<file path="src/core/csf_pkg.sv">
// constants shared by the cpu status flag block
// How it works
// - priority field sits in status bits 7..5, value equals level 0..7
// - field value 111 means level 7 and blocks all user interrupts
// - core control bit 3 joins above the field; set means field plus 8
// - core control bit 3 set blocks every user interrupt
// - nesting disable bit 15 makes the priority field ignore writes
// - status bit 4 is high while a hardware repeat loop runs
// - status bit 3 is set for a negative result, else cleared
// - status bit 2 is set on signed two's complement overflow, else cleared
// - status bit 1 stays set until a zero-affecting op gives non-zero or a status write clears it
// - status bit 0 is set on carry out of the result msb, else cleared
// - status writes change clip bits directly or clear both via combined bit
package csf_pkg;
   localparam int CSF_DW = 16;
   localparam int CSF_AW = 3;
   // register offsets
   localparam logic [2:0] CSF_OFF_STATUS = 3'h0;
   localparam logic [2:0] CSF_OFF_CORE = 3'h1;
   localparam logic [2:0] CSF_OFF_INTC1 = 3'h2;
   localparam logic [2:0] CSF_OFF_EVT = 3'h3;
   localparam logic [2:0] CSF_OFF_MASK = 3'h4;
   // status word field positions, then core bit 3 and intc1 bit 15
   localparam int CSF_BIT_C = 0;
   localparam int CSF_BIT_Z = 1;
   localparam int CSF_BIT_OV = 2;
   localparam int CSF_BIT_N = 3;
   localparam int CSF_BIT_RA = 4;
   localparam int CSF_BIT_IPL_LO = 5;
   localparam int CSF_BIT_IPL_HI = 7;
   localparam int CSF_BIT_SAB = 11;
   localparam int CSF_BIT_SB = 12;
   localparam int CSF_BIT_SA = 13;
   localparam int CSF_BIT_IPL3 = 3;
   localparam int CSF_BIT_NESTING_DISABLE = 15;
   // values after reset, and the top field level
   localparam logic [2:0] CSF_RST_IPL = 3'h0;
   localparam logic CSF_RST_BIT = 1'b0;
   localparam logic [15:0] CSF_RST_WORD = 16'h0000;
   localparam logic [2:0] CSF_LVL_TOP = 3'h7;
   // event bits
   localparam int CSF_NEV = 4;
   localparam int CSF_EV_OV = 0;
   localparam int CSF_EV_SA = 1;
   localparam int CSF_EV_SB = 2;
   localparam int CSF_EV_LOOP = 3;
   localparam logic [3:0] CSF_RST_EV = 4'h0;
endpackage

</file>
<file path="src/core/csf_link_if.sv">
// signals between the status core, flag evaluator and event unit
`timescale 1ns/1ps
`default_nettype none
interface csf_link_if;
   import csf_pkg::*;
   logic neg;
   logic ovf;
   logic zero;
   logic carry;
   logic [CSF_NEV-1:0] evt;
   logic rd_clr;
   logic mask_wr;
   logic [CSF_NEV-1:0] mask_wdata;
   logic [CSF_NEV-1:0] status;
   logic [CSF_NEV-1:0] mask;
   logic irq;
   modport eval (output neg, output ovf, output zero, output carry);
   modport evu (input evt, input rd_clr, input mask_wr, input mask_wdata,
      output status, output mask, output irq);
   modport core (input neg, input ovf, input zero, input carry,
      output evt, output rd_clr, output mask_wr, output mask_wdata,
      input status, input mask, input irq);
endinterface // csf_link_if
`default_nettype wire

</file>
<file path="src/core/csf_evt_unit.sv">
// sticky event status, mask and interrupt level
`timescale 1ns/1ps
`default_nettype none
module csf_evt_unit import csf_pkg::*; (
   input wire logic clk_i, // cpu clock
   input wire logic rst_i, // async reset, active high
   csf_link_if.evu ev // events in, status out
);
   logic [CSF_NEV-1:0] st_q, st_d, mk_q, mk_d;
   logic irq_q, irq_d;
   always_comb begin
      mk_d = ev.mask_wr ? ev.mask_wdata : mk_q;
      // a new event wins over the read clear
      st_d = (ev.rd_clr ? '0 : st_q) | ev.evt;
      irq_d = |(st_d & mk_d);
   end
   always_ff @(posedge clk_i or posedge rst_i) begin
      if (rst_i) begin
         st_q <= CSF_RST_EV;
         mk_q <= CSF_RST_EV;
         irq_q <= 1'b0;
      end else begin
         st_q <= st_d;
         mk_q <= mk_d;
         irq_q <= irq_d;
      end
   end
   assign ev.status = st_q;
   assign ev.mask = mk_q;
   assign ev.irq = irq_q;
endmodule // csf_evt_unit
`default_nettype wire

</file>
<file path="src/core/csf_flag_eval.sv">
// evaluates alu result flags from operands and result
`timescale 1ns/1ps
`default_nettype none
module csf_flag_eval import csf_pkg::*; #(
   parameter int W = CSF_DW
) (
   input wire logic [W-1:0] a_i, // first operand
   input wire logic [W-1:0] b_i, // second operand
   input wire logic [W-1:0] res_i, // alu result
   input wire logic sub_i, // operation was a subtract
   input wire logic cout_i, // carry out of result msb
   csf_link_if.eval fl // flag results
);
   // refuse widths with no room for a sign bit
   if (W < 2) begin : g_bad_width
      $error("csf_flag_eval: width below 2");
   end
   always_comb begin
      fl.neg = res_i[W-1];
      if (sub_i) begin
         fl.ovf = (a_i[W-1] != b_i[W-1]) && (res_i[W-1] != a_i[W-1]);
      end else begin
         fl.ovf = (a_i[W-1] == b_i[W-1]) && (res_i[W-1] != a_i[W-1]);
      end
      fl.zero = (res_i == '0);
      fl.carry = cout_i;
   end
endmodule // csf_flag_eval
`default_nettype wire

</file>
<file path="src/core/csf_status.sv">
// cpu status word with priority, loop, alu and accumulator clip flags
`timescale 1ns/1ps
`default_nettype none
module csf_status import csf_pkg::*; (
   input wire logic clk_i, // cpu clock
   input wire logic rst_i, // async reset, active high
   input wire logic [CSF_AW-1:0] reg_addr_i, // register offset
   input wire logic [15:0] reg_wdata_i, // write data
   input wire logic reg_wr_i, // write strobe
   input wire logic reg_rd_i, // read strobe
   output logic [15:0] reg_rdata_o, // read data, cycle after strobe
   input wire logic alu_upd_i, // op updates negative, overflow, carry
   input wire logic alu_zupd_i, // op updates zero flag
   input wire logic alu_sub_i, // op is a subtract
   input wire logic [CSF_DW-1:0] alu_a_i, // first operand
   input wire logic [CSF_DW-1:0] alu_b_i, // second operand
   input wire logic [CSF_DW-1:0] alu_res_i, // alu result
   input wire logic alu_cout_i, // carry out of result msb
   input wire logic loop_busy_i, // repeat loop executing
   input wire logic clip_a_set_i, // accumulator a saturated
   input wire logic clip_b_set_i, // accumulator b saturated
   output logic [3:0] cpu_priority_level_o, // effective level 0..15
   output logic user_irq_block_o, // user interrupts blocked
   output logic loop_busy_flag_o, // repeat loop status bit
   output logic [3:0] alu_flags_o, // negative, overflow, zero, carry
   output logic acc_clip_a_o, // accumulator a clip bit
   output logic acc_clip_b_o, // accumulator b clip bit
   output logic irq_o // unmasked event pending
);
   csf_link_if lnk ();

   csf_flag_eval #(
      .W(CSF_DW)
   ) u_eval (
      .a_i(alu_a_i),
      .b_i(alu_b_i),
      .res_i(alu_res_i),
      .sub_i(alu_sub_i),
      .cout_i(alu_cout_i),
      .fl(lnk.eval)
   );

   csf_evt_unit u_evt (
      .clk_i(clk_i),
      .rst_i(rst_i),
      .ev(lnk.evu)
   );

   logic [2:0] ipl_q, ipl_d;
   logic ra_q, ra_d;
   logic n_q, n_d;
   logic ov_q, ov_d;
   logic z_q, z_d;
   logic c_q, c_d;
   logic sa_q, sa_d;
   logic sb_q, sb_d;
   logic ipl3_q, ipl3_d;
   logic nst_q, nst_d;
   logic [3:0] lvl_q, lvl_d;
   logic blk_q, blk_d;
   logic [15:0] rdata_q, rdata_d;
   logic sw_st, sw_core, sw_intc;
   logic [15:0] st_word;

   always_comb begin
      sw_st = reg_wr_i && (reg_addr_i == CSF_OFF_STATUS);
      sw_core = reg_wr_i && (reg_addr_i == CSF_OFF_CORE);
      sw_intc = reg_wr_i && (reg_addr_i == CSF_OFF_INTC1);
      ipl_d = ipl_q;
      n_d = n_q;
      ov_d = ov_q;
      z_d = z_q;
      c_d = c_q;
      sa_d = sa_q;
      sb_d = sb_q;
      ipl3_d = ipl3_q;
      nst_d = nst_q;
      // field writable unless nesting is disabled
      if (sw_st && !nst_q) begin
         ipl_d = reg_wdata_i[CSF_BIT_IPL_HI:CSF_BIT_IPL_LO];
      end
      if (sw_st) begin
         n_d = reg_wdata_i[CSF_BIT_N];
         ov_d = reg_wdata_i[CSF_BIT_OV];
         z_d = reg_wdata_i[CSF_BIT_Z];
         c_d = reg_wdata_i[CSF_BIT_C];
         // direct write, or combined bit low clears both
         sa_d = reg_wdata_i[CSF_BIT_SA] & reg_wdata_i[CSF_BIT_SAB];
         sb_d = reg_wdata_i[CSF_BIT_SB] & reg_wdata_i[CSF_BIT_SAB];
      end
      // hardware set wins over a racing software write
      if (clip_a_set_i) begin
         sa_d = 1'b1;
      end
      if (clip_b_set_i) begin
         sb_d = 1'b1;
      end
      // alu owns the flags over software
      if (alu_upd_i) begin
         n_d = lnk.neg;
         ov_d = lnk.ovf;
         c_d = lnk.carry;
      end
      if (alu_zupd_i) begin
         z_d = lnk.zero;
      end
      ra_d = loop_busy_i;
      if (sw_core) begin
         ipl3_d = reg_wdata_i[CSF_BIT_IPL3];
      end
      if (sw_intc) begin
         nst_d = reg_wdata_i[CSF_BIT_NESTING_DISABLE];
      end
      lvl_d = {ipl3_d, ipl_d};
      blk_d = ipl3_d || (ipl_d == CSF_LVL_TOP);
   end

   always_comb begin
      st_word = 16'h0000;
      st_word[CSF_BIT_C] = c_q;
      st_word[CSF_BIT_Z] = z_q;
      st_word[CSF_BIT_OV] = ov_q;
      st_word[CSF_BIT_N] = n_q;
      st_word[CSF_BIT_RA] = ra_q;
      st_word[CSF_BIT_IPL_HI:CSF_BIT_IPL_LO] = ipl_q;
      st_word[CSF_BIT_SAB] = sa_q | sb_q;
      st_word[CSF_BIT_SB] = sb_q;
      st_word[CSF_BIT_SA] = sa_q;
      rdata_d = 16'h0000;
      if (reg_rd_i) begin
         unique case (reg_addr_i)
            CSF_OFF_STATUS: rdata_d = st_word;
            CSF_OFF_CORE: rdata_d[CSF_BIT_IPL3] = ipl3_q;
            CSF_OFF_INTC1: rdata_d[CSF_BIT_NESTING_DISABLE] = nst_q;
            CSF_OFF_EVT: rdata_d[CSF_NEV-1:0] = lnk.status;
            CSF_OFF_MASK: rdata_d[CSF_NEV-1:0] = lnk.mask;
            default: rdata_d = 16'h0000;
         endcase
      end
   end

   always_comb begin
      lnk.evt = '0;
      lnk.evt[CSF_EV_OV] = alu_upd_i && lnk.ovf;
      lnk.evt[CSF_EV_SA] = clip_a_set_i && !sa_q;
      lnk.evt[CSF_EV_SB] = clip_b_set_i && !sb_q;
      lnk.evt[CSF_EV_LOOP] = ra_q && !loop_busy_i;
      lnk.rd_clr = reg_rd_i && (reg_addr_i == CSF_OFF_EVT);
      lnk.mask_wr = reg_wr_i && (reg_addr_i == CSF_OFF_MASK);
      lnk.mask_wdata = reg_wdata_i[CSF_NEV-1:0];
   end

   always_ff @(posedge clk_i or posedge rst_i) begin
      if (rst_i) begin
         ipl_q <= CSF_RST_IPL;
         ra_q <= CSF_RST_BIT;
         n_q <= CSF_RST_BIT;
         ov_q <= CSF_RST_BIT;
         z_q <= CSF_RST_BIT;
         c_q <= CSF_RST_BIT;
         sa_q <= CSF_RST_BIT;
         sb_q <= CSF_RST_BIT;
         ipl3_q <= CSF_RST_BIT;
         nst_q <= CSF_RST_BIT;
         lvl_q <= 4'h0;
         blk_q <= 1'b0;
         rdata_q <= CSF_RST_WORD;
      end else begin
         ipl_q <= ipl_d;
         ra_q <= ra_d;
         n_q <= n_d;
         ov_q <= ov_d;
         z_q <= z_d;
         c_q <= c_d;
         sa_q <= sa_d;
         sb_q <= sb_d;
         ipl3_q <= ipl3_d;
         nst_q <= nst_d;
         lvl_q <= lvl_d;
         blk_q <= blk_d;
         rdata_q <= rdata_d;
      end
   end

   assign reg_rdata_o = rdata_q;
   assign cpu_priority_level_o = lvl_q;
   assign user_irq_block_o = blk_q;
   assign loop_busy_flag_o = ra_q;
   assign alu_flags_o = {n_q, ov_q, z_q, c_q};
   assign acc_clip_a_o = sa_q;
   assign acc_clip_b_o = sb_q;
   assign irq_o = lnk.irq;
endmodule // csf_status
`default_nettype wire

</file>
<file path="config.mk">
export PLATFORM = sky130hd
export DESIGN_NAME = csf_status
export DESIGN_NICKNAME = d
export VERILOG_FILES = /design/src/core/csf_pkg.sv /design/src/core/csf_link_if.sv /design/src/core/csf_evt_unit.sv /design/src/core/csf_flag_eval.sv /design/src/core/csf_status.sv
export SDC_FILE = /design/constraint.sdc
export NUM_CORES = 1
export LEC_CHECK = 0
export BUFFER_PORTS_ARGS = -buffer_cell sky130_fd_sc_hd__buf_4
export CORE_MARGIN = 2
export CORE_UTILIZATION = 41
export DETAILED_ROUTE_END_ITERATION = 8
export GPL_ROUTABILITY_DRIVEN = 0
export GPL_TIMING_DRIVEN = 1
export MAX_ROUTING_LAYER = met4
export PLACE_DENSITY = 0.79
export SLEW_MARGIN = 30
export SYNTH_ARGS = -nofsm -noshare
export SYNTH_HDL_FRONTEND = slang
export SYNTH_SLANG_ARGS = --single-unit
export TNS_END_PERCENT = 10
</file>
<file path="constraint.sdc">
create_clock -name clk_i -period 1.5 [get_ports clk_i]
set_clock_uncertainty 0.15 [all_clocks]
set_input_delay 0.15 -clock clk_i [delete_from_list [all_inputs] [get_ports clk_i]]
set_output_delay 0.15 -clock clk_i [all_outputs]
set_load 0.03 [all_outputs]
</file>
==> impl_metrics.json <==
{
  "die-area_mm2": 0.00441,
  "hold_viol_final": 1,
  "cap_violations": 0,
  "drcViolationCount": 0,
  "startpoint": "reg_addr_i[0]",
  "final_cells": 274,
  "cts_tree": "yes",
  "place_area_mm2": 0.00217,
  "port_buffers": 67,
  "synth-edff-count": 0,
  "stdcell_area_mm2": 0.00245,
  "synth_top_area_share_pct": 53.2,
  "period_minus_slack_ns": 1.48,
  "yosysSeqAreaShare_pct": 53.2,
  "pre_cts_ws_ns": -0.311,
  "r2r_start": "acc_clip_b_o",
  "antenna_left": 0,
  "hold_ws_ns": -0.0215,
  "cts_sinks": 34,
  "wirelength_um": 3950,
  "synth-async-reset-ratio_pct": 100,
  "synth_top_area_cell": "dfrtp_1",
  "period_share_pct": 98.8,
  "ys_seq_elements": 34,
  "reg2regPathDepth": 4,
  "n_antenna_cell": 0,
  "grt_pass1_wl_um": 6230,
  "synthToLayoutAreaGrowth_pct": 53.6,
  "nNetsFinal": 304,
  "clock_latency_ns": 0.28,
  "worstPathCellList": "buf_4 -> or4b_4 -> nor2_8 -> mux2_4 -> a31o_1",
  "clock.fmax_ghz": 0.675,
  "coreArea_mm2": 0.00372,
  "synth_ff_type": "dfrtp_1",
  "violations": "negative hold slack",
  "slowest_delay_ns": 0.56,
  "critical_path_arrival_ns": 1.50,
  "syn_inst": 135,
  "clk_pin_slew_ns": 0.06,
  "viasPerCell": 4.93,
  "synth_area_leaders": "dfrtp_1 53%, mux2i_1 5.6%, buf_4 4.2%",
  "grt_pass1_vias": 1370,
  "fp-row-count": 22,
  "status": "complete, but fails checks",
  "cts_max_path_buffers": 2,
  "routedWlPerCell_um": 14.4,
  "ios": 107,
  "netlist_area_mm2": 0.00160,
  "cp-end-kind": "register",
  "die_y_um": 66.4,
  "ys_types": 38,
  "synth_area_per_cell_um2": 11.8,
  "p_leak_nw": 1.25,
  "grt_overflow": 0,
  "dr.pass1.iters": 4,
  "final_layout_size_suffix_gt1_share_pct": 42.5,
  "peakVddDrop_uv": 440,
  "cts_inserted_buffers": 5,
  "powerDensity_mw_per_mm2": 1100,
  "critPathRequiredTime_ns": 1.52,
  "die_w_um": 66.4,
  "drt_iter0_markers": 62,
  "grt_max_degree": 35,
  "yosysWarnings": 0,
  "antenna_found_initial": 0,
  "cp_max_fo": 3,
  "via_count": 1350,
  "hp-start": "reg_wdata_i[1]",
  "grt_usage_pct": 19.9,
  "cts-root-buf": "clkbuf_8",
  "whs_path_depth": 2,
  "postCtsHoldBufs": 14,
  "crit_slowest_cell": "or4b_4",
  "hp-class": "in -> reg",
  "fin_ws_ns": 0.0185,
  "drv_slew": 0,
  "initial_core_util_pct": 43.0,
  "setup_viol_count_final": 0,
  "crit_type": "in -> reg",
  "dp_hpwl_um": 2920,
  "post-place-cells": 252,
  "rsz0062_at_grt": "true",
  "startpoint_type": "input port",
  "htreeDepth": 2
}
stage by stage:
stage / setup TNS, ns / hold slack (ns) / total power [mW] / utilization, %
2_1_floorplan: -0.217 / 0.0314 / 1.55 / -
4_1_cts: 0 / -0.0219 / 2.71 / 65.9
3_3_place_gp: -1.36 / 0.116 / 1.81 / 58.5
3_5_place_dp: -1.68 / 0.122 / 1.83 / 58.5
6_report: 0 / -0.0215 / 2.70 / 66.0
5_1_grt: -0.0146 / -0.0182 / 2.82 / 66.0
worst max-delay path, delay by kind of cell:
kind / cells / cell delay (ns)
compound gates: 1 / 0.22
buf+inv: 1 / 0.12
mux: 1 / 0.31
simple gates: 2 / 0.70
cell usage in the layout (no fill, tap or decap), types with 5 or more instances in the layout:
| master | count |
|---|---|
| clkbuf_8 | 6 |
| nand2_1 | 7 |
| dlygate4sd3_1 | 13 |
| buf_4 | 76 |
| inv_1 | 6 |
| dfrtp_1 | 34 |
| and2_1 | 6 |
| nor2_1 | 5 |
| mux2i_1 | 9 |
path summary, 6_finish.rpt:
check / to / slack, ns
hold reg to reg: u_evt.ev.mask[1] / 0.36
min in group asynchronous: reg_rdata_o[7] / 0.37
setup / recovery: user_irq_block_o / 0.02
max in group asynchronous: c_q / 0.53
setup reg to reg: u_evt.ev.irq / 0.03
hold / removal: u_evt.ev.mask[1] / -0.02
routing by layer:
metal | vias to the layer above | global-route usage [%] | part of all wire (%)
met5 | - | - | 0
met4 | 0 | 6.89 | 1.4
met3 | 7 | 4.09 | 5.5
met2 | 58 | 35.5 | 52
met1 | 643 | 22.1 | 41
li1 | 642 | - | -
synth_stat cells, types with 2 or more instances:
cell type  count
dfrtp_1       34
buf_4          9
mux2i_1        9
nand2_1        7
and2_1         6
inv_1          6
nor2_1         5
a21oi_1        4
mux2_1         4
nor3_1         4
o21ai_1        4
a21boi_1       3
a22o_1         3
buf_2          3
mux2_4         3
nor2b_1        3
nor4_1         3
a211o_1        2
nand2b_1       2
nand3b_1       2
nor4bb_1       2
cells by family (layout without fill, tap and decap cells):
kind of cell / after synthesis / in the layout / share of synthesized area [%]
other cells: 1 / 4 / 0.235
mux: 17 / 17 / 12.0
xor+xnor: 1 / 1 / 0.548
simple gates: 44 / 44 / 18.5
compound gates: 19 / 19 / 8.22
buf+inv: 19 / 107 / 7.28
flops: 34 / 34 / 53.3
power by group:
part / switching (mW) / total [mW] / internal [mW]
clock network: 0.303 / 0.833 / 0.531
registers: 0.0882 / 1.13 / 1.04
logic: 0.374 / 0.738 / 0.364
sequential cells by signal (all words and copies together) (netlist names), 3 cells and up:
signal,cells
cpu_priority_level_o,3
reg_rdata_o,12
u_evt.ev.mask,4
u_evt.ev.status,4
area by class of cell:
type	count	area, um2
fillers	305	1260
flip-flops and latches	34	851
repair buffers	94	758
multi-input cells	85	649
clock buffers	6	82.6
well taps	48	60.1
clock inverters	1	30.0
inverters	6	22.5
repair_timing:
item,in CTS,in global routing
pin swaps,2,4
resized for setup,2,4
hold endpoints to repair,48,1
buffers inserted,2,1
endpoints found under the setup margin,1,3
Note: power is estimated with default switching activity, not from simulation.
